## config.mk

```make
export PLATFORM = sky130hd
export DESIGN_NAME = irm_core
export DESIGN_NICKNAME = d
export VERILOG_FILES = /design/src/pkg/irm_pkg.sv /design/src/verilog/irm_core.sv
export VERILOG_INCLUDE_DIRS = /design/src /design/src/pkg
export SDC_FILE = /design/constraint.sdc
export NUM_CORES = 1
export LEC_CHECK = 0
export ABC_AREA = 0
export BUFFER_PORTS_ARGS = -buffer_cell sky130_fd_sc_hd__buf_2
export CAP_MARGIN = 10
export CORE_MARGIN = 5
export CORE_UTILIZATION = 60
export CTS_CLUSTER_SIZE = 14
export DETAILED_ROUTE_END_ITERATION = 12
export PLACE_DENSITY = 0.87
export REMOVE_ABC_BUFFERS = 1
export SLEW_MARGIN = 5
export SYNTH_ARGS = -nofsm -noshare
export SYNTH_HDL_FRONTEND = slang
export SYNTH_SLANG_ARGS = --single-unit
export TNS_END_PERCENT = 10
```

## constraint.sdc

```tcl
create_clock -name clk -period 11.17 [get_ports clk]
set_input_delay 0.5585 -clock clk [delete_from_list [all_inputs] [get_ports clk]]
set_output_delay 0.5585 -clock clk [all_outputs]
set_load 0.05 [all_outputs]
```

## src/pkg/irm_regs.svh

```systemverilog
// offsets, field positions, reset values, op codes and timing counts
// assumes: included by its bare name from the core, the checker and the bench
`ifndef IRM_REGS_SVH
`define IRM_REGS_SVH

// apb register byte offsets
`define IRM_OFS_MODE 8'h00
`define IRM_OFS_XR1 8'h04
`define IRM_OFS_XR2 8'h08
`define IRM_OFS_XR3 8'h0C
`define IRM_OFS_STATUS 8'h10

// mode register field and status fields
`define IRM_MODE_BIT 0
`define IRM_STAT_READY_BIT 0
`define IRM_STAT_HIST_LSB 4

// reset values
`define IRM_MODE_RST 1'h0
`define IRM_XR_RST 12'h000

// instruction word fields, word[35] is sign position, word[0] bit 35
`define IRM_F_OP_MSB 35
`define IRM_F_OP_LSB 30
`define IRM_F_ADDR_MSB 29
`define IRM_F_ADDR_LSB 18
`define IRM_F_IND 17
`define IRM_F_TAG_MSB 14
`define IRM_F_TAG_LSB 12
`define IRM_F_DEC_MSB 11
`define IRM_F_DEC_LSB 0
`define IRM_ACC_FLD_MSB 29
`define IRM_ACC_FLD_LSB 18

// tag codes
`define IRM_TAG_NONE 3'h0
`define IRM_TAG_R1 3'h1
`define IRM_TAG_R2 3'h2
`define IRM_TAG_R3 3'h4

// six-bit op codes (sign included), values arbitrary
`define IRM_OP_SENSE 6'h00
`define IRM_OP_TIX 6'h21
`define IRM_OP_TNX 6'h22
`define IRM_OP_LXC1 6'h23
`define IRM_OP_LXC2 6'h24
`define IRM_OP_LXC4 6'h25
`define IRM_OP_HTR1 6'h01
`define IRM_OP_HTR2 6'h02
`define IRM_OP_LDA 6'h03
`define IRM_OP_MPY 6'h10
`define IRM_OP_DIV 6'h11
`define IRM_OP_FMP 6'h12
`define IRM_OP_FDV 6'h13

// sense-type left half words (whole 18 bits), values arbitrary
`define IRM_HW_LDX 18'h0_0101
`define IRM_HW_ACX 18'h0_0102
`define IRM_HW_CPX 18'h0_0103
`define IRM_HW_EIM 18'h0_0104

// timing
`define IRM_CLK_PERIOD_NS 40
`define IRM_BASIC_CYCLE_US 12
`define IRM_BASIC_CLKS \
  ((`IRM_BASIC_CYCLE_US * 1000 + `IRM_CLK_PERIOD_NS - 1) / `IRM_CLK_PERIOD_NS)
`define IRM_SLOW_CYCLES 4
`define IRM_FAST_CYCLES 2
`define IRM_HIST_DEPTH 3'h6

`endif

```

## src/pkg/irm_pkg.sv

```systemverilog
// types for the index register address modifier
// assumes: constants come from irm_regs.svh
package irm_pkg;

  typedef enum logic [0:0] {
    IRM_IDLE = 1'b0,
    IRM_EXEC = 1'b1
  } irm_state_t;

  typedef struct packed {
    irm_state_t st;
    logic mode;
    logic [2:0][11:0] xr;
    logic [10:0] cnt;
    logic [2:0] hist;
    logic ready;
    logic ir_valid;
    logic [5:0] ir_op;
    logic [11:0] ir_addr;
    logic acc_we;
    logic [35:0] acc_value;
    logic xfer;
    logic [11:0] xfer_addr;
    logic fetch_full;
    logic done;
    logic p_xr_we;
    logic [1:0] p_xr_idx;
    logic [11:0] p_xr_val;
    logic p_acc;
    logic [35:0] p_acc_value;
    logic p_xfer;
    logic [11:0] p_xfer_addr;
    logic p_mode;
    logic p_full;
    logic pready;
    logic pslverr;
    logic [31:0] prdata;
  } irm_core_t;

endpackage

```

## src/verilog/irm_core.sv

```systemverilog
// index register address modifier: indexing mode, three index registers,
// address modification and the index-specific operations, apb registers.
// assumes: fetch and datapath run on clk; fetch holds instr_valid until
// instr_ready; in normal mode the half word sits in instr_word[35:18].
//
// Overview of operation
// - mode clear: half-word instructions; mode set: full-word indexed ones.
// - indexed word: 6-bit op with sign, 12-bit address; indicator, tag, decrement.
// - indicator field 1 clears mode after execution; 0 leaves it.
// - three 12-bit index registers chosen by the tag field.
// - tag 0 none, 1 first, 2 second, 4 third register.
// - modifiable instructions also run in normal mode, unmodified.
// - index-specific op in normal mode sets mode, runs as indexed.
// - register-accessing ops use tag only to pick the register.
// - halt-transfer, locate-drum, plain sense ops never get modified addresses.
// - sign, op and, for tag 0, raw address go to instruction register.
// - selected tag: address minus register, modulo 4096, to instruction register.
// - indexed instruction adds no cycles over the resulting normal one.
// - load index copies decrement bits 24-35 into tagged register.
// - accumulator-to-index copies accumulator bits 6-17 into tagged register.
// - compare index writes register minus decrement to accumulator 6-17, rest zero.
// - transfer on index: if register exceeds decrement, reduce and jump.
// - transfer on no index jumps when reduction would be zero or negative.
// - five index-specific ops keep indexing mode until indicator 1.
// - enter indexing mode sets mode, fetches next higher full word.
// - load complement in normal mode stores negated address in named register.
// - indexed load complement reduces address first, then stores its negation.
// - index operations take 4 basic cycles, 2 after recent multiply/divide.
//
// Decided for this implementation: the APB interface to the registers and the register offsets.
`timescale 1ns/10ps
`include "irm_regs.svh"

module irm_core (
  // clock and reset
  input wire logic clk,
  input wire logic rst,
  // instruction fetch side
  input wire logic instr_valid,
  input wire logic [35:0] instr_word,
  output logic instr_ready,
  output logic index_mode,
  output logic fetch_next_full,
  // instruction register toward normal execution
  output logic ir_valid,
  output logic [5:0] ir_op,
  output logic [11:0] ir_addr,
  // accumulator
  input wire logic [11:0] acc_field,
  output logic acc_we,
  output logic [35:0] acc_value,
  // control transfer and completion
  output logic xfer,
  output logic [11:0] xfer_addr,
  output logic exec_done,
  // apb slave
  input wire logic psel,
  input wire logic penable,
  input wire logic pwrite,
  input wire logic [7:0] paddr,
  input wire logic [31:0] pwdata,
  output logic pready,
  output logic pslverr,
  output logic [31:0] prdata
);

  // counts load one short: the zero state is the last cycle of the op
  localparam logic [10:0] SLOW_CNT =
    11'(`IRM_SLOW_CYCLES * `IRM_BASIC_CLKS - 1);
  localparam logic [10:0] FAST_CNT =
    11'(`IRM_FAST_CYCLES * `IRM_BASIC_CLKS - 1);

  // whole block state, registered in one place
  irm_pkg::irm_core_t s;
  irm_pkg::irm_core_t next_s;

  // instruction fields
  logic [5:0] f_op;
  logic [17:0] f_half;
  logic [11:0] f_addr;
  logic f_ind;
  logic [2:0] f_tag;
  logic [11:0] f_dec;
  // decode
  logic is_sense;
  logic is_ldx;
  logic is_acx;
  logic is_cpx;
  logic is_tix;
  logic is_tnx;
  logic is_eim;
  logic is_lxc;
  logic is_muldiv;
  logic idx_op;
  logic nonmod;
  logic indexed;
  logic tag_hit;
  logic [1:0] tag_idx;
  logic [1:0] lxc_idx;
  logic [11:0] xr_sel;
  logic [11:0] eff_addr;
  logic [11:0] xr_less_dec;
  logic xr_gt_dec;
  logic take;
  logic fast;
  // apb decode
  logic apb_setup;
  logic apb_wr;
  logic apb_hit;

  // in normal mode only the left half word is looked at, except by the five index-specific ops
  // indexed word fields
  assign f_op = instr_word[`IRM_F_OP_MSB:`IRM_F_OP_LSB];
  assign f_half = instr_word[35:18];
  assign f_addr = instr_word[`IRM_F_ADDR_MSB:`IRM_F_ADDR_LSB];
  assign f_ind = instr_word[`IRM_F_IND];
  assign f_tag = instr_word[`IRM_F_TAG_MSB:`IRM_F_TAG_LSB];
  assign f_dec = instr_word[`IRM_F_DEC_MSB:`IRM_F_DEC_LSB];

  assign is_sense = (f_op == `IRM_OP_SENSE);
  assign is_ldx = (f_half == `IRM_HW_LDX);
  assign is_acx = (f_half == `IRM_HW_ACX);
  assign is_cpx = (f_half == `IRM_HW_CPX);
  assign is_eim = (f_half == `IRM_HW_EIM);
  assign is_tix = (f_op == `IRM_OP_TIX);
  assign is_tnx = (f_op == `IRM_OP_TNX);
  // load-complement ops may also be modified
  assign is_lxc = (f_op == `IRM_OP_LXC1) || (f_op == `IRM_OP_LXC2) ||
                  (f_op == `IRM_OP_LXC4);
  // multiply and divide open the fast window
  assign is_muldiv = (f_op == `IRM_OP_MPY) || (f_op == `IRM_OP_DIV) ||
                     (f_op == `IRM_OP_FMP) || (f_op == `IRM_OP_FDV);
  // the five ops that always run indexed
  assign idx_op = is_ldx || is_acx || is_cpx || is_tix || is_tnx;

  assign indexed = s.mode || idx_op;

  assign nonmod = idx_op || is_sense || (f_op == `IRM_OP_HTR1) ||
                  (f_op == `IRM_OP_HTR2) || (f_op == `IRM_OP_LDA);

  // illegal tags select nothing, like tag zero
  // tag decode
  always_comb begin
    tag_hit = indexed;
    tag_idx = 2'h0;
    unique case (f_tag)
      `IRM_TAG_R1: tag_idx = 2'h0;
      `IRM_TAG_R2: tag_idx = 2'h1;
      `IRM_TAG_R3: tag_idx = 2'h2;
      default: tag_hit = 1'b0;
    endcase
  end

  // load-complement destination comes from the op code, not the tag
  always_comb begin
    unique case (f_op)
      `IRM_OP_LXC2: lxc_idx = 2'h1;
      `IRM_OP_LXC4: lxc_idx = 2'h2;
      default: lxc_idx = 2'h0;
    endcase
  end

  assign xr_sel = tag_hit ? s.xr[tag_idx] : 12'h000;

  // read view of the index registers, one bus word each
  logic [2:0][31:0] xr_view;
  genvar gi;
  for (gi = 0; gi < 3; gi++) begin : g_xr_view
    assign xr_view[gi] = {20'h0_0000, s.xr[gi]};
  end

  // negative differences wrap to their 12-bit complement
  // subtract modulo 4096
  assign eff_addr = (tag_hit && !nonmod) ? (f_addr - xr_sel) : f_addr;

  // shared by compare and both transfer ops
  assign xr_less_dec = xr_sel - f_dec;
  assign xr_gt_dec = (xr_sel > f_dec);

  assign take = instr_valid && s.ready;
  // a multiply or divide among the last six taken instructions
  assign fast = (s.hist != 3'h0);

  // the bus answers one cycle after setup, no wait states
  assign apb_setup = psel && !penable;
  // writes land at the access edge, while pready stands high
  assign apb_wr = psel && penable && s.pready && pwrite && apb_hit;
  assign apb_hit = (paddr == `IRM_OFS_MODE) || (paddr == `IRM_OFS_XR1) ||
                   (paddr == `IRM_OFS_XR2) || (paddr == `IRM_OFS_XR3) ||
                   (paddr == `IRM_OFS_STATUS);

  // one write strobe per index register at the end of an index op
  logic end_of_op;
  logic [2:0] xr_end_we;
  assign end_of_op = (s.st == irm_pkg::IRM_EXEC) && (s.cnt == 11'h000);
  for (gi = 0; gi < 3; gi++) begin : g_xr_we
    assign xr_end_we[gi] = end_of_op && s.p_xr_we &&
                           (s.p_xr_idx == 2'(gi));
  end

  always_comb begin
    next_s = s;
    // pulses last one cycle
    next_s.ir_valid = 1'b0;
    next_s.acc_we = 1'b0;
    next_s.xfer = 1'b0;
    next_s.fetch_full = 1'b0;
    next_s.done = 1'b0;
    next_s.pready = 1'b0;
    next_s.pslverr = 1'b0;

    // apb: answer in the cycle after setup
    if (apb_setup) begin
      next_s.pready = 1'b1;
      next_s.pslverr = !apb_hit;
      // read data is latched at setup and held until the next setup
      unique case (paddr)
        `IRM_OFS_MODE: next_s.prdata = {31'h0000_0000, s.mode};
        `IRM_OFS_XR1: next_s.prdata = xr_view[0];
        `IRM_OFS_XR2: next_s.prdata = xr_view[1];
        `IRM_OFS_XR3: next_s.prdata = xr_view[2];
        `IRM_OFS_STATUS: next_s.prdata = {25'h000_0000, s.hist,
                                          3'h0, s.ready};
        default: next_s.prdata = 32'h0000_0000;
      endcase
    end
    if (apb_wr) begin
      unique case (paddr)
        `IRM_OFS_MODE: next_s.mode = pwdata[`IRM_MODE_BIT];
        `IRM_OFS_XR1: next_s.xr[0] = pwdata[11:0];
        `IRM_OFS_XR2: next_s.xr[1] = pwdata[11:0];
        `IRM_OFS_XR3: next_s.xr[2] = pwdata[11:0];
        default: next_s.prdata = s.prdata;
      endcase
    end

    unique case (s.st)
      irm_pkg::IRM_IDLE: begin
        if (take) begin
          // counts taken instructions, not cycles
          // recent multiply window
          if (is_muldiv) begin
            next_s.hist = `IRM_HIST_DEPTH;
          end else if (fast) begin
            next_s.hist = s.hist - 3'h1;
          end
          // results of an index op wait here until its count runs out
          next_s.p_xr_we = 1'b0;
          next_s.p_xr_idx = tag_idx;
          next_s.p_xr_val = 12'h000;
          next_s.p_acc = 1'b0;
          next_s.p_acc_value = 36'h0_0000_0000;
          next_s.p_xfer = 1'b0;
          next_s.p_xfer_addr = f_addr;
          next_s.p_full = is_eim;
          next_s.p_mode = s.mode || idx_op || is_eim;
          // when indexed, an indicator of 1 wins over the set above
          // indicator clears
          if (indexed && f_ind) begin
            next_s.p_mode = 1'b0;
          end
          // index operations run in the counting state
          if (idx_op || is_lxc || is_eim) begin
            next_s.st = irm_pkg::IRM_EXEC;
            next_s.ready = 1'b0;
            next_s.cnt = fast ? FAST_CNT : SLOW_CNT;
            if (is_ldx) begin
              next_s.p_xr_we = tag_hit;
              next_s.p_xr_val = f_dec;
            end
            if (is_acx) begin
              next_s.p_xr_we = tag_hit;
              next_s.p_xr_val = acc_field;
            end
            if (is_cpx) begin
              next_s.p_acc = 1'b1;
              next_s.p_acc_value = {6'h00, xr_less_dec, 18'h0_0000};
            end
            if (is_tix || is_tnx) begin
              next_s.p_xr_we = xr_gt_dec;
              next_s.p_xr_val = xr_less_dec;
              next_s.p_xfer = is_tix ? xr_gt_dec : 1'b0;
            end
            if (is_tnx) begin
              next_s.p_xfer = !xr_gt_dec;
            end
            if (is_lxc) begin
              next_s.p_xr_we = 1'b1;
              next_s.p_xr_idx = lxc_idx;
              next_s.p_xr_val = 12'h000 - eff_addr;
            end
          end else begin
            next_s.ir_valid = 1'b1;
            next_s.ir_op = f_op;
            next_s.ir_addr = eff_addr;
            // plain ops change mode from the next fetch
            next_s.mode = next_s.p_mode;
          end
        end
      end
      irm_pkg::IRM_EXEC: begin
        // results are released in the last counted cycle
        if (s.cnt == 11'h000) begin
          next_s.st = irm_pkg::IRM_IDLE;
          next_s.ready = 1'b1;
          next_s.done = 1'b1;
          for (int i = 0; i < 3; i++) begin
            if (xr_end_we[i]) begin
              next_s.xr[i] = s.p_xr_val;
            end
          end
          next_s.acc_we = s.p_acc;
          next_s.acc_value = s.p_acc_value;
          next_s.xfer = s.p_xfer;
          next_s.xfer_addr = s.p_xfer_addr;
          next_s.fetch_full = s.p_full;
          // the op's mode overrides a bus write in the same edge
          // mode at completion
          next_s.mode = s.p_mode;
        end else begin
          next_s.cnt = s.cnt - 11'h001;
        end
      end
    endcase
  end

  always_ff @(posedge clk or posedge rst) begin
    if (rst) begin
      // idle and ready, normal mode, index registers cleared
      s <= '0;
      s.st <= irm_pkg::IRM_IDLE;
      s.mode <= `IRM_MODE_RST;
      s.xr <= {3{`IRM_XR_RST}};
      s.ready <= 1'b1;
    end else begin
      s <= next_s;
    end
  end

  // every output straight from a state flop
  assign instr_ready = s.ready;
  assign index_mode = s.mode;
  assign fetch_next_full = s.fetch_full;
  assign ir_valid = s.ir_valid;
  assign ir_op = s.ir_op;
  assign ir_addr = s.ir_addr;
  assign acc_we = s.acc_we;
  assign acc_value = s.acc_value;
  assign xfer = s.xfer;
  assign xfer_addr = s.xfer_addr;
  assign exec_done = s.done;
  assign pready = s.pready;
  assign pslverr = s.pslverr;
  assign prdata = s.prdata;

endmodule

```

==> flow_metrics.tcl, run 1 <==
set metrics [dict create \
    filler_cell_count 1330 \
    die_height_um 139 \
    timing.final.setup_violations 0 \
    mostFrequentLayoutCell "sky130_fd_sc_hd__nand2_1" \
    yosysUniqueCellTypes 86 \
    synthToLayoutAreaGrowth_pct 8.22 \
    synth.yosys.warnings 0 \
    clock_tree.htree_level_count 4 \
    vias 8610 \
    clk-insertion-delay-late_ns 0.45 \
    num_io_pins 201 \
    static_leakage_power_nw 5.32 \
    numClockSinks 157 \
    vdd_ir_drop_max_mv 0.175 \
    number_of_synthesized_flops_with_an_enable_pin 0 \
    die_area_um2 19200 \
    groute.usage.overall_pct 27.6 \
    multi_input_logic_area_um2 5060 \
    die-width_um 139 \
    max_freq_ghz 0.191 \
    final_min_period_over_clock_period_pct 47.0 \
    tritoncts.num_buffers 17 \
    timing_hold_violations_final 0 \
    highest_count_cells_in_the_layout_ignoring_fill_and_taps "215 x sky130_fd_sc_hd__nand2_1, 156 x sky130_fd_sc_hd__dfrtp_1, 134 x sky130_fd_sc_hd__buf_2, 93 x sky130_fd_sc_hd__nor2_1, 62 x sky130_fd_sc_hd__a21oi_1" \
    finalHoldWorstSlack_ns 0.245 \
    grt_first_pass_wirelength_um 42700 \
    max-cap-violations 0 \
    detailed_place_hpwl_um 19400 \
    io_buffers 134 \
    power_per_cell_area_nw_per_um2 193 \
    tightestPinTransition_ns 1.18 \
    fin_skew_ns 0.0129 \
    type_of_the_worst_min_delay_path "input port to async pin" \
    floorplan.core_area_um2 16400 \
    drtIter0Drc 917 \
    maxSlewViolCount 0 \
    worst-path-max-fanout 13 \
    tritoncts_clock_tree "built" \
    cts_setup_buffers 0 \
    yosysSeqAreaShare_pct 39.6 \
    route.antenna.remaining_nets 0 \
    synthesis.area_per_instance_um2 8.82 \
    placement_rows 47 \
    ctsLongestPathBuffers 2 \
    worst_slew_margin_rel_pct 20.4 \
    register_area_um2 3930 \
    holdBufCountCts 0 \
    starting_density_of_the_core_pct 60.6 \
    final.setup.tns_ns 0 \
    final_net_count 1303 \
    drt-total-wl_um 27000 \
    route.detailed.wl_per_inst_um 19.1 \
    synth_seq_cells 157 \
    grt_pass1_vias 7992 \
    synth_async_sr_flop_share_pct 100 \
    synth_area_um2 9930 \
    post_cts_resized 0 \
    critPathKind "input port to flip-flop" \
    finalWorstPathRequiredPeriod_ns 5.25 \
    rsz_0062_raised_after_global_routing "no" \
    synthesized_instance_count 1127 \
    cp-start-kind "input port" \
    clock-root-buffer "sky130_fd_sc_hd__clkbuf_16" \
    grt_max_degree 85 \
    route.detailed.vias_per_inst 6.09 \
    finalWeightedCongestion 0.947 \
    synth_ff_type "sky130_fd_sc_hd__dfrtp_1" \
    run_status "finished clean" \
    drive_above_1_share_pct 17.7 \
    cp.required_ns 11.53 \
    diodes 0 \
    crit_path_end_kind "flip-flop" \
    number_of_antenna_violations_at_the_first_check_in_global_routing 0 \
    clkTransAtPathRegs_ns 0.06 \
    drc_errors 0 \
    global_route_overflow 0 \
    worst-endpoint-arrival_ns 5.61 \
    detailed_routing_iteration_count_for_the_pre_antenna_repair_pass 6 \
]
synthesized netlist by cell type, types with 10 or more instances:
| cell type | n | share of area (%) |
|---|---|---|
| sky130_fd_sc_hd__nand2_1 | 215 | 8.1 |
| sky130_fd_sc_hd__dfrtp_1 | 156 | 39 |
| sky130_fd_sc_hd__buf_4 | 100 | 7.6 |
| sky130_fd_sc_hd__nor2_1 | 93 | 3.5 |
| sky130_fd_sc_hd__a21oi_1 | 62 | 3.1 |
| sky130_fd_sc_hd__mux2i_1 | 55 | 5.5 |
| sky130_fd_sc_hd__o21ai_0 | 48 | 2.4 |
| sky130_fd_sc_hd__clkbuf_1 | 40 | 1.5 |
| sky130_fd_sc_hd__inv_1 | 40 | 1.5 |
| sky130_fd_sc_hd__ha_1 | 27 | 3.4 |
| sky130_fd_sc_hd__nor3_1 | 18 | 0.91 |
| sky130_fd_sc_hd__a211o_1 | 13 | 1.1 |
| sky130_fd_sc_hd__and3_1 | 13 | 0.82 |
| sky130_fd_sc_hd__xnor2_1 | 12 | 1.1 |
| sky130_fd_sc_hd__a22o_1 | 11 | 0.97 |
| sky130_fd_sc_hd__o31ai_1 | 11 | 0.83 |
| sky130_fd_sc_hd__a22oi_1 | 10 | 0.76 |
cells by family (layout without fill, tap and decap cells):
logic type	Yosys count	in the layout	share of synthesized area (%)
buffers and inverters	193	216	11.2
and+or+nand+nor	415	415	18.9
DFF	157	157	39.6
other	1	44	0.0377
adders and majority gates	29	29	3.80
xor gates and xnor gates	20	20	1.84
AOI/OAI and AO/OA	246	246	17.7
muxes	66	66	6.93
worst max-delay path, cell delays in order:
cell,delay (ns)
sky130_fd_sc_hd__buf_2,0.18
sky130_fd_sc_hd__or4_2,0.71
sky130_fd_sc_hd__and4b_1,0.37
sky130_fd_sc_hd__and2b_1,0.25
sky130_fd_sc_hd__a211o_1,0.20
sky130_fd_sc_hd__nand2_1,0.36
sky130_fd_sc_hd__a211o_1,0.44
sky130_fd_sc_hd__ha_1,0.40
sky130_fd_sc_hd__o21ai_0,0.15
sky130_fd_sc_hd__a21oi_1,0.32
sky130_fd_sc_hd__o22ai_1,0.14
sky130_fd_sc_hd__xor2_1,0.19
sky130_fd_sc_hd__o21ai_0,0.63
sky130_fd_sc_hd__nor3_2,0.13
sky130_fd_sc_hd__a311o_1,0.37
sky130_fd_sc_hd__a41oi_2,0.19
flip-flops by register name, summed over array words and instances (netlist names):
| register | cells |
|---|---|
| pslverr | 1 |
| index_mode | 1 |
| acc_value | 12 |
| s | 94 |
| xfer | 1 |
| fetch_next_full | 1 |
| ir_valid | 1 |
| pready | 1 |
| exec_done | 1 |
| prdata | 12 |
| ir_addr | 12 |
| acc_we | 1 |
| instr_ready | 1 |
| xfer_addr | 12 |
| ir_op | 6 |
layer usage:
| layer | global-route usage (%) | part of all wire [%] | vias to the layer above |
|---|---|---|---|
| met2 | 43.1 | 46 | 492 |
| li1 | - | - | 3932 |
| met3 | 5.66 | 9.2 | 69 |
| met5 | 0 | 0 | - |
| met4 | 11.4 | 4.1 | 0 |
| met1 | 37.8 | 41 | 4117 |
where the power goes:
part,internal (W),leakage [nW],switching [W]
logic,0.000209,3.12,0.000504
clock network,0.000339,0.284,0.000252
registers,0.000672,1.92,0.000104
total,0.00122,5.32,0.000860
final cells by class:
class	instances	share of cell area (%)
multi-input cells	820	47.0
inverters	42	1.51
clock inverters	14	1.47
well taps	220	2.56
flip-flops and latches	157	36.6
clock buffers	18	4.08
repair buffers	142	6.80
final timing paths:
kind,from,endpoint,slack [ns],depth (start not counted)
max,instr_word[32],s[97]$_DFFE_PP0P_,5.92,16
min,rst,pready$_DFF_PP0_,0.24,2
max reg2reg,index_mode$_DFF_PP0_,s[96]$_DFFE_PP0P_,6.74,15
min reg2reg,acc_value[26]$_DFFE_PP0P_,acc_value[26]$_DFFE_PP0P_,0.47,2
max in group asynchronous,rst,index_mode$_DFF_PP0_,9.53,3
min in group clk,instr_word[34],ir_op[4]$_DFFE_PP0P_,0.38,3
metrics by stage:
stage	power [W]	instances	instance area (um^2)	util (%)	setup WS (ns)
floorplan	0.00127	1019	9140	-	6.36
global placement	0.00146	1381	10200	61.9	5.66
detailed placement	0.00148	1381	10200	61.9	5.62
CTS	0.00207	1413	10800	65.5	6.08
global route	0.00218	1413	10800	65.5	5.75
finish	0.00208	1413	10800	65.5	5.92
Power figures use the tool's default switching activity.
==> run 2, diff against run 1 <==
Settings changed: CORE_UTILIZATION 60 to 56, PLACE_DENSITY 0.87 to 0.82.
Clock period 11.17 ns to 5.17 ns, I/O delays scaled along.
==> flow_metrics.tcl, run 2 (synthesized netlist as in run 1, its figures left out) <==
set metrics [dict create \
    clk-insertion-delay-late_ns 0.44 \
    fin_skew_ns 0.0113 \
    grt_max_degree 115 \
    die_area_um2 20500 \
    final_min_period_over_clock_period_pct 90.8 \
    route.detailed.wl_per_inst_um 19.4 \
    final.setup.tns_ns 0 \
    cts_setup_buffers 0 \
    drive_above_1_share_pct 18.6 \
    detailed_place_hpwl_um 20100 \
    global_route_overflow 0 \
    timing.final.setup_violations 0 \
    crit_path_end_kind "flip-flop" \
    number_of_antenna_violations_at_the_first_check_in_global_routing 0 \
    maxSlewViolCount 0 \
    max-cap-violations 0 \
    grt_pass1_vias 8299 \
    tightestPinTransition_ns 1.02 \
    route.detailed.vias_per_inst 5.98 \
    grt_first_pass_wirelength_um 43900 \
    clock_tree.htree_level_count 4 \
    static_leakage_power_nw 5.41 \
    top_register "s" \
    instances_no_fill 1433 \
    clkTransAtPathRegs_ns 0.06 \
    clock-root-buffer "sky130_fd_sc_hd__clkbuf_16" \
    totalPowerFinal_w 0.00455 \
    holdBufCountCts 0 \
    synthToLayoutAreaGrowth_pct 9.63 \
    ctsLongestPathBuffers 2 \
    finalWorstPathRequiredPeriod_ns 4.70 \
    placement_rows 48 \
    tritoncts.num_buffers 17 \
    vias 8569 \
    finalHoldWorstSlack_ns 0.0681 \
    highest_count_cells_in_the_layout_ignoring_fill_and_taps "215 x sky130_fd_sc_hd__nand2_1, 156 x sky130_fd_sc_hd__dfrtp_1, 134 x sky130_fd_sc_hd__buf_2, 93 x sky130_fd_sc_hd__nor2_1, 62 x sky130_fd_sc_hd__a21oi_1" \
    p_comb_share_pct 34.4 \
    worst_slew_margin_rel_pct 32.0 \
    finalWeightedCongestion 0.946 \
    place_inst 1401 \
    route.antenna.remaining_nets 0 \
    worst-path-max-fanout 13 \
    cp.required_ns 5.52 \
    crit_start "instr_word[35]" \
    cp-start-kind "input port" \
    ff2ff_path_depth 17 \
    tritoncts_clock_tree "built" \
    max_freq_ghz 0.213 \
    die_height_um 143 \
    r2r-end "s[92]$_DFFE_PP0P_" \
    worst-r2r-setup-slack_ns 1.00 \
    detailed_routing_iteration_count_for_the_pre_antenna_repair_pass 5 \
    mostFrequentLayoutCell "sky130_fd_sc_hd__nand2_1" \
    type_of_the_worst_min_delay_path "input port to async pin" \
    drt-total-wl_um 27800 \
    rsz_0062_raised_after_global_routing "no" \
    clock_power_share_pct 29.0 \
    num_io_pins 201 \
    vdd_ir_drop_max_mv 0.365 \
    worst-endpoint-arrival_ns 5.05 \
    r2r-start "index_mode$_DFF_PP0_" \
    critPathKind "input port to flip-flop" \
    final_net_count 1318 \
    timing_hold_violations_final 0 \
    diodes 0 \
    power_per_cell_area_nw_per_um2 418 \
    drtIter0Drc 887 \
    floorplan.core_area_um2 17400 \
    seqPwrFrac_pct 36.6 \
    die-width_um 143 \
    starting_density_of_the_core_pct 57.2 \
    number_of_flip_flops_in_the_largest_register 94 \
    share_of_total_power_consumed_by_net_switching_pct 40.5 \
    io_buffers 134 \
    numClockSinks 157 \
    internal_power_w 0.00271 \
    run_status "finished clean" \
    groute.usage.overall_pct 27.5 \
    drc_errors 0 \
    post_cts_resized 0 \
    power.switching_w 0.00184 \
]
run 2: cell count changes in the layout (fill, tap and decap cells not counted), sizes merged:
cell	before	now
buf	142	157
clkinv	5	6
clkinvlp	3	2
clkbuf	18	20
bufinv	2	3
inv	46	43
run 2: worst max-delay path by stage:
stage / end / cells after the start
5_1_grt: s[97]$_DFFE_PP0P_ / 17
2_1_floorplan: s[97]$_DFFE_PP0P_ / 16
3_5_place_dp: s[97]$_DFFE_PP0P_ / 17
4_1_cts: s[97]$_DFFE_PP0P_ / 17
6_report: s[97]$_DFFE_PP0P_ / 17
3_3_place_gp: s[97]$_DFFE_PP0P_ / 17
run 2: metal layers:
| metal | routed length, um | vias to the layer above | global-route usage, % |
|---|---|---|---|
| met1 | 11500 | 4091 | 37.5 |
| met4 | 1050 | 0 | 11.8 |
| li1 | - | 3959 | - |
| met5 | 0 | - | 0 |
| met3 | 2640 | 68 | 6.53 |
| met2 | 12500 | 451 | 42.0 |
run 2: layout make-up:
class / count / area, um^2
clock buffer: 20 / 457
clock inverter: 12 / 161
fill: 1465 / 6460
inverter: 42 / 163
multi-input combinational: 820 / 5060
sequential: 157 / 3930
tap: 225 / 282
timing repair buffer: 157 / 843
run 2: through the flow:
stage,util (%),instance area (um^2),setup slack (ns)
6_report,62.8,10900,0.473
5_1_grt,62.8,10900,0.276
4_1_cts,62.8,10900,0.627
3_5_place_dp,59.2,10300,0.195
3_3_place_gp,59.2,10300,0.280
2_1_floorplan,-,9140,0.658
run 2: power by group through the flow:
stage / logic (W) / registers, W / clock network [W]
after floorplan: 0.000806 / 0.00194 / 0
after global placement: 0.00151 / 0.00166 / 0
after detailed placement: 0.00155 / 0.00167 / 0
after CTS: 0.00155 / 0.00166 / 0.00133
after global routing: 0.00170 / 0.00169 / 0.00139
final: 0.00157 / 0.00167 / 0.00132
run 2: critical path, cell delays in order:
cell,delay (ns)
sky130_fd_sc_hd__buf_2,0.13
sky130_fd_sc_hd__or4_2,0.76
sky130_fd_sc_hd__and4b_1,0.34
sky130_fd_sc_hd__and2b_1,0.24
sky130_fd_sc_hd__a211o_1,0.17
sky130_fd_sc_hd__nand2_1,0.06
sky130_fd_sc_hd__buf_4,0.22
sky130_fd_sc_hd__a211o_1,0.33
sky130_fd_sc_hd__ha_1,0.40
sky130_fd_sc_hd__o21ai_0,0.16
sky130_fd_sc_hd__a21oi_1,0.31
sky130_fd_sc_hd__o22ai_1,0.14
sky130_fd_sc_hd__xor2_1,0.17
sky130_fd_sc_hd__o21ai_0,0.69
sky130_fd_sc_hd__nor3_2,0.13
sky130_fd_sc_hd__a311o_1,0.35
sky130_fd_sc_hd__a41oi_2,0.18
==> run 3, diff against run 2 <==
Settings changed: CTS_BUF_LIST set to sky130_fd_sc_hd__clkbuf_4 sky130_fd_sc_hd__clkbuf_8 sky130_fd_sc_hd__clkbuf_16.
==> flow_metrics.tcl, run 3 (synthesized netlist as in run 1, its figures left out) <==
set metrics [dict create \
    final.setup.tns_ns 0 \
    tightestPinTransition_ns 1.02 \
    cp-start-kind "input port" \
    ctsLongestPathBuffers 2 \
    worst_slew_margin_rel_pct 31.9 \
    grt_first_pass_wirelength_um 43900 \
    highest_count_cells_in_the_layout_ignoring_fill_and_taps "215 x sky130_fd_sc_hd__nand2_1, 156 x sky130_fd_sc_hd__dfrtp_1, 134 x sky130_fd_sc_hd__buf_2, 93 x sky130_fd_sc_hd__nor2_1, 62 x sky130_fd_sc_hd__a21oi_1" \
    grt_pass1_vias 8299 \
    detailed_place_hpwl_um 20100 \
    place_ws_ns 0.195 \
    finalWorstPathRequiredPeriod_ns 4.70 \
    worst-r2r-setup-slack_ns 0.99 \
    finalWeightedCongestion 0.946 \
    number_of_antenna_violations_at_the_first_check_in_global_routing 0 \
    die-width_um 143 \
    fin_skew_ns 0.0116 \
    clk-insertion-delay-late_ns 0.44 \
    cp.required_ns 5.52 \
    maxSlewViolCount 0 \
    critPathKind "input port to flip-flop" \
    post_cts_resized 0 \
    top_register "s" \
    worst-endpoint-arrival_ns 5.05 \
    power_per_cell_area_nw_per_um2 418 \
    wl_met1_um 11500 \
    finalHoldWorstSlack_ns 0.0677 \
    drtIter0Drc 898 \
    setup_ws_ns 0.474 \
    run_status "finished clean" \
    max-cap-violations 0 \
    clock_tree.htree_level_count 4 \
    die_area_um2 20500 \
    mostFrequentLayoutCell "sky130_fd_sc_hd__nand2_1" \
    grt_max_degree 115 \
    highest_layer "met4" \
    ff2ff_path_depth 17 \
    final_min_period_over_clock_period_pct 90.8 \
    vdd_ir_drop_max_mv 0.365 \
    die_height_um 143 \
    cts_setup_buffers 0 \
    vias 8551 \
    holdBufCountCts 0 \
    clkTransAtPathRegs_ns 0.06 \
    detailroute.wirelength.met2_um 12600 \
    placement_rows 48 \
    numClockSinks 157 \
    final_net_count 1318 \
    drt-total-wl_um 27700 \
    static_leakage_power_nw 5.41 \
    route.detailed.vias_per_inst 5.97 \
    starting_density_of_the_core_pct 57.2 \
    global_route_overflow 0 \
    worst-path-max-fanout 13 \
    max_freq_ghz 0.213 \
    timing_hold_violations_final 0 \
    drc_errors 0 \
    crit_path_end_kind "flip-flop" \
    number_of_flip_flops_in_the_largest_register 94 \
    clock-root-buffer "sky130_fd_sc_hd__clkbuf_16" \
    io_buffers 134 \
    drive_above_1_share_pct 18.7 \
    detailed_routing_iteration_count_for_the_pre_antenna_repair_pass 6 \
    synthToLayoutAreaGrowth_pct 9.67 \
    route.antenna.remaining_nets 0 \
    rsz_0062_raised_after_global_routing "no" \
    tritoncts.num_buffers 17 \
    groute.usage.overall_pct 27.5 \
    tritoncts_clock_tree "built" \
    final_core_utilization_pct 62.8 \
    num_io_pins 201 \
    diodes 0 \
    filler_cell_count 1464 \
    route.detailed.wl_per_inst_um 19.3 \
    wl_met3_um 2620 \
    floorplan.core_area_um2 17400 \
    timing.final.setup_violations 0 \
    type_of_the_worst_min_delay_path "input port to async pin" \
]
[run 3: worst paths after layout]
path	from	end
min in group clk	instr_word[34]	ir_op[4]$_DFFE_PP0P_
min	rst	s[173]$_DFFE_PP0P_
max reg2reg	index_mode$_DFF_PP0_	s[92]$_DFFE_PP0P_
max in group asynchronous	rst	xfer_addr[3]$_DFFE_PP0P_
max	instr_word[35]	s[97]$_DFFE_PP0P_
min reg2reg	s[43]$_DFFE_PP0P_	xfer_addr[7]$_DFFE_PP0P_
[run 3: area by class of cell]
cell class	instances	area, um^2	area share (%)
Multi-Input combinational cell	820	5060	46.4
Inverter	42	163	1.49
Timing Repair Buffer	157	843	7.74
Sequential cell	157	3930	36.1
Clock inverter	12	161	1.48
Tap cell	225	282	2.58
Clock buffer	20	460	4.23
[run 3: critical path, stage by stage]
cell,delay [ns]
sky130_fd_sc_hd__buf_2,0.13
sky130_fd_sc_hd__or4_2,0.76
sky130_fd_sc_hd__and4b_1,0.34
sky130_fd_sc_hd__and2b_1,0.24
sky130_fd_sc_hd__a211o_1,0.17
sky130_fd_sc_hd__nand2_1,0.06
sky130_fd_sc_hd__buf_4,0.22
sky130_fd_sc_hd__a211o_1,0.33
sky130_fd_sc_hd__ha_1,0.40
sky130_fd_sc_hd__o21ai_0,0.16
sky130_fd_sc_hd__a21oi_1,0.31
sky130_fd_sc_hd__o22ai_1,0.14
sky130_fd_sc_hd__xor2_1,0.17
sky130_fd_sc_hd__o21ai_0,0.69
sky130_fd_sc_hd__nor3_2,0.13
sky130_fd_sc_hd__a311o_1,0.35
sky130_fd_sc_hd__a41oi_2,0.18
[run 3: per-layer routing]
metal  GRT usage, %  vias to the layer above
met1           37.5                     4068
met2           42.0                      458
met5              0                        -
li1               -                     3955
met4           11.8                        0
met3           6.53                       70
[run 3: through the flow]
step | instance area, um^2 | cells | power, W
after floorplan | 9140 | 1019 | 0.00275
after global placement | 10300 | 1401 | 0.00317
after detailed placement | 10300 | 1401 | 0.00322
after CTS | 10900 | 1433 | 0.00455
after global routing | 10900 | 1433 | 0.00479
final | 10900 | 1433 | 0.00456
[run 3: power by group]
group | internal (W) | leakage [nW] | switching, W | total, W
registers | 0.00145 | 1.92 | 0.000214 | 0.00167
logic | 0.000466 | 3.19 | 0.00110 | 0.00157
clock network | 0.000795 | 0.302 | 0.000529 | 0.00132
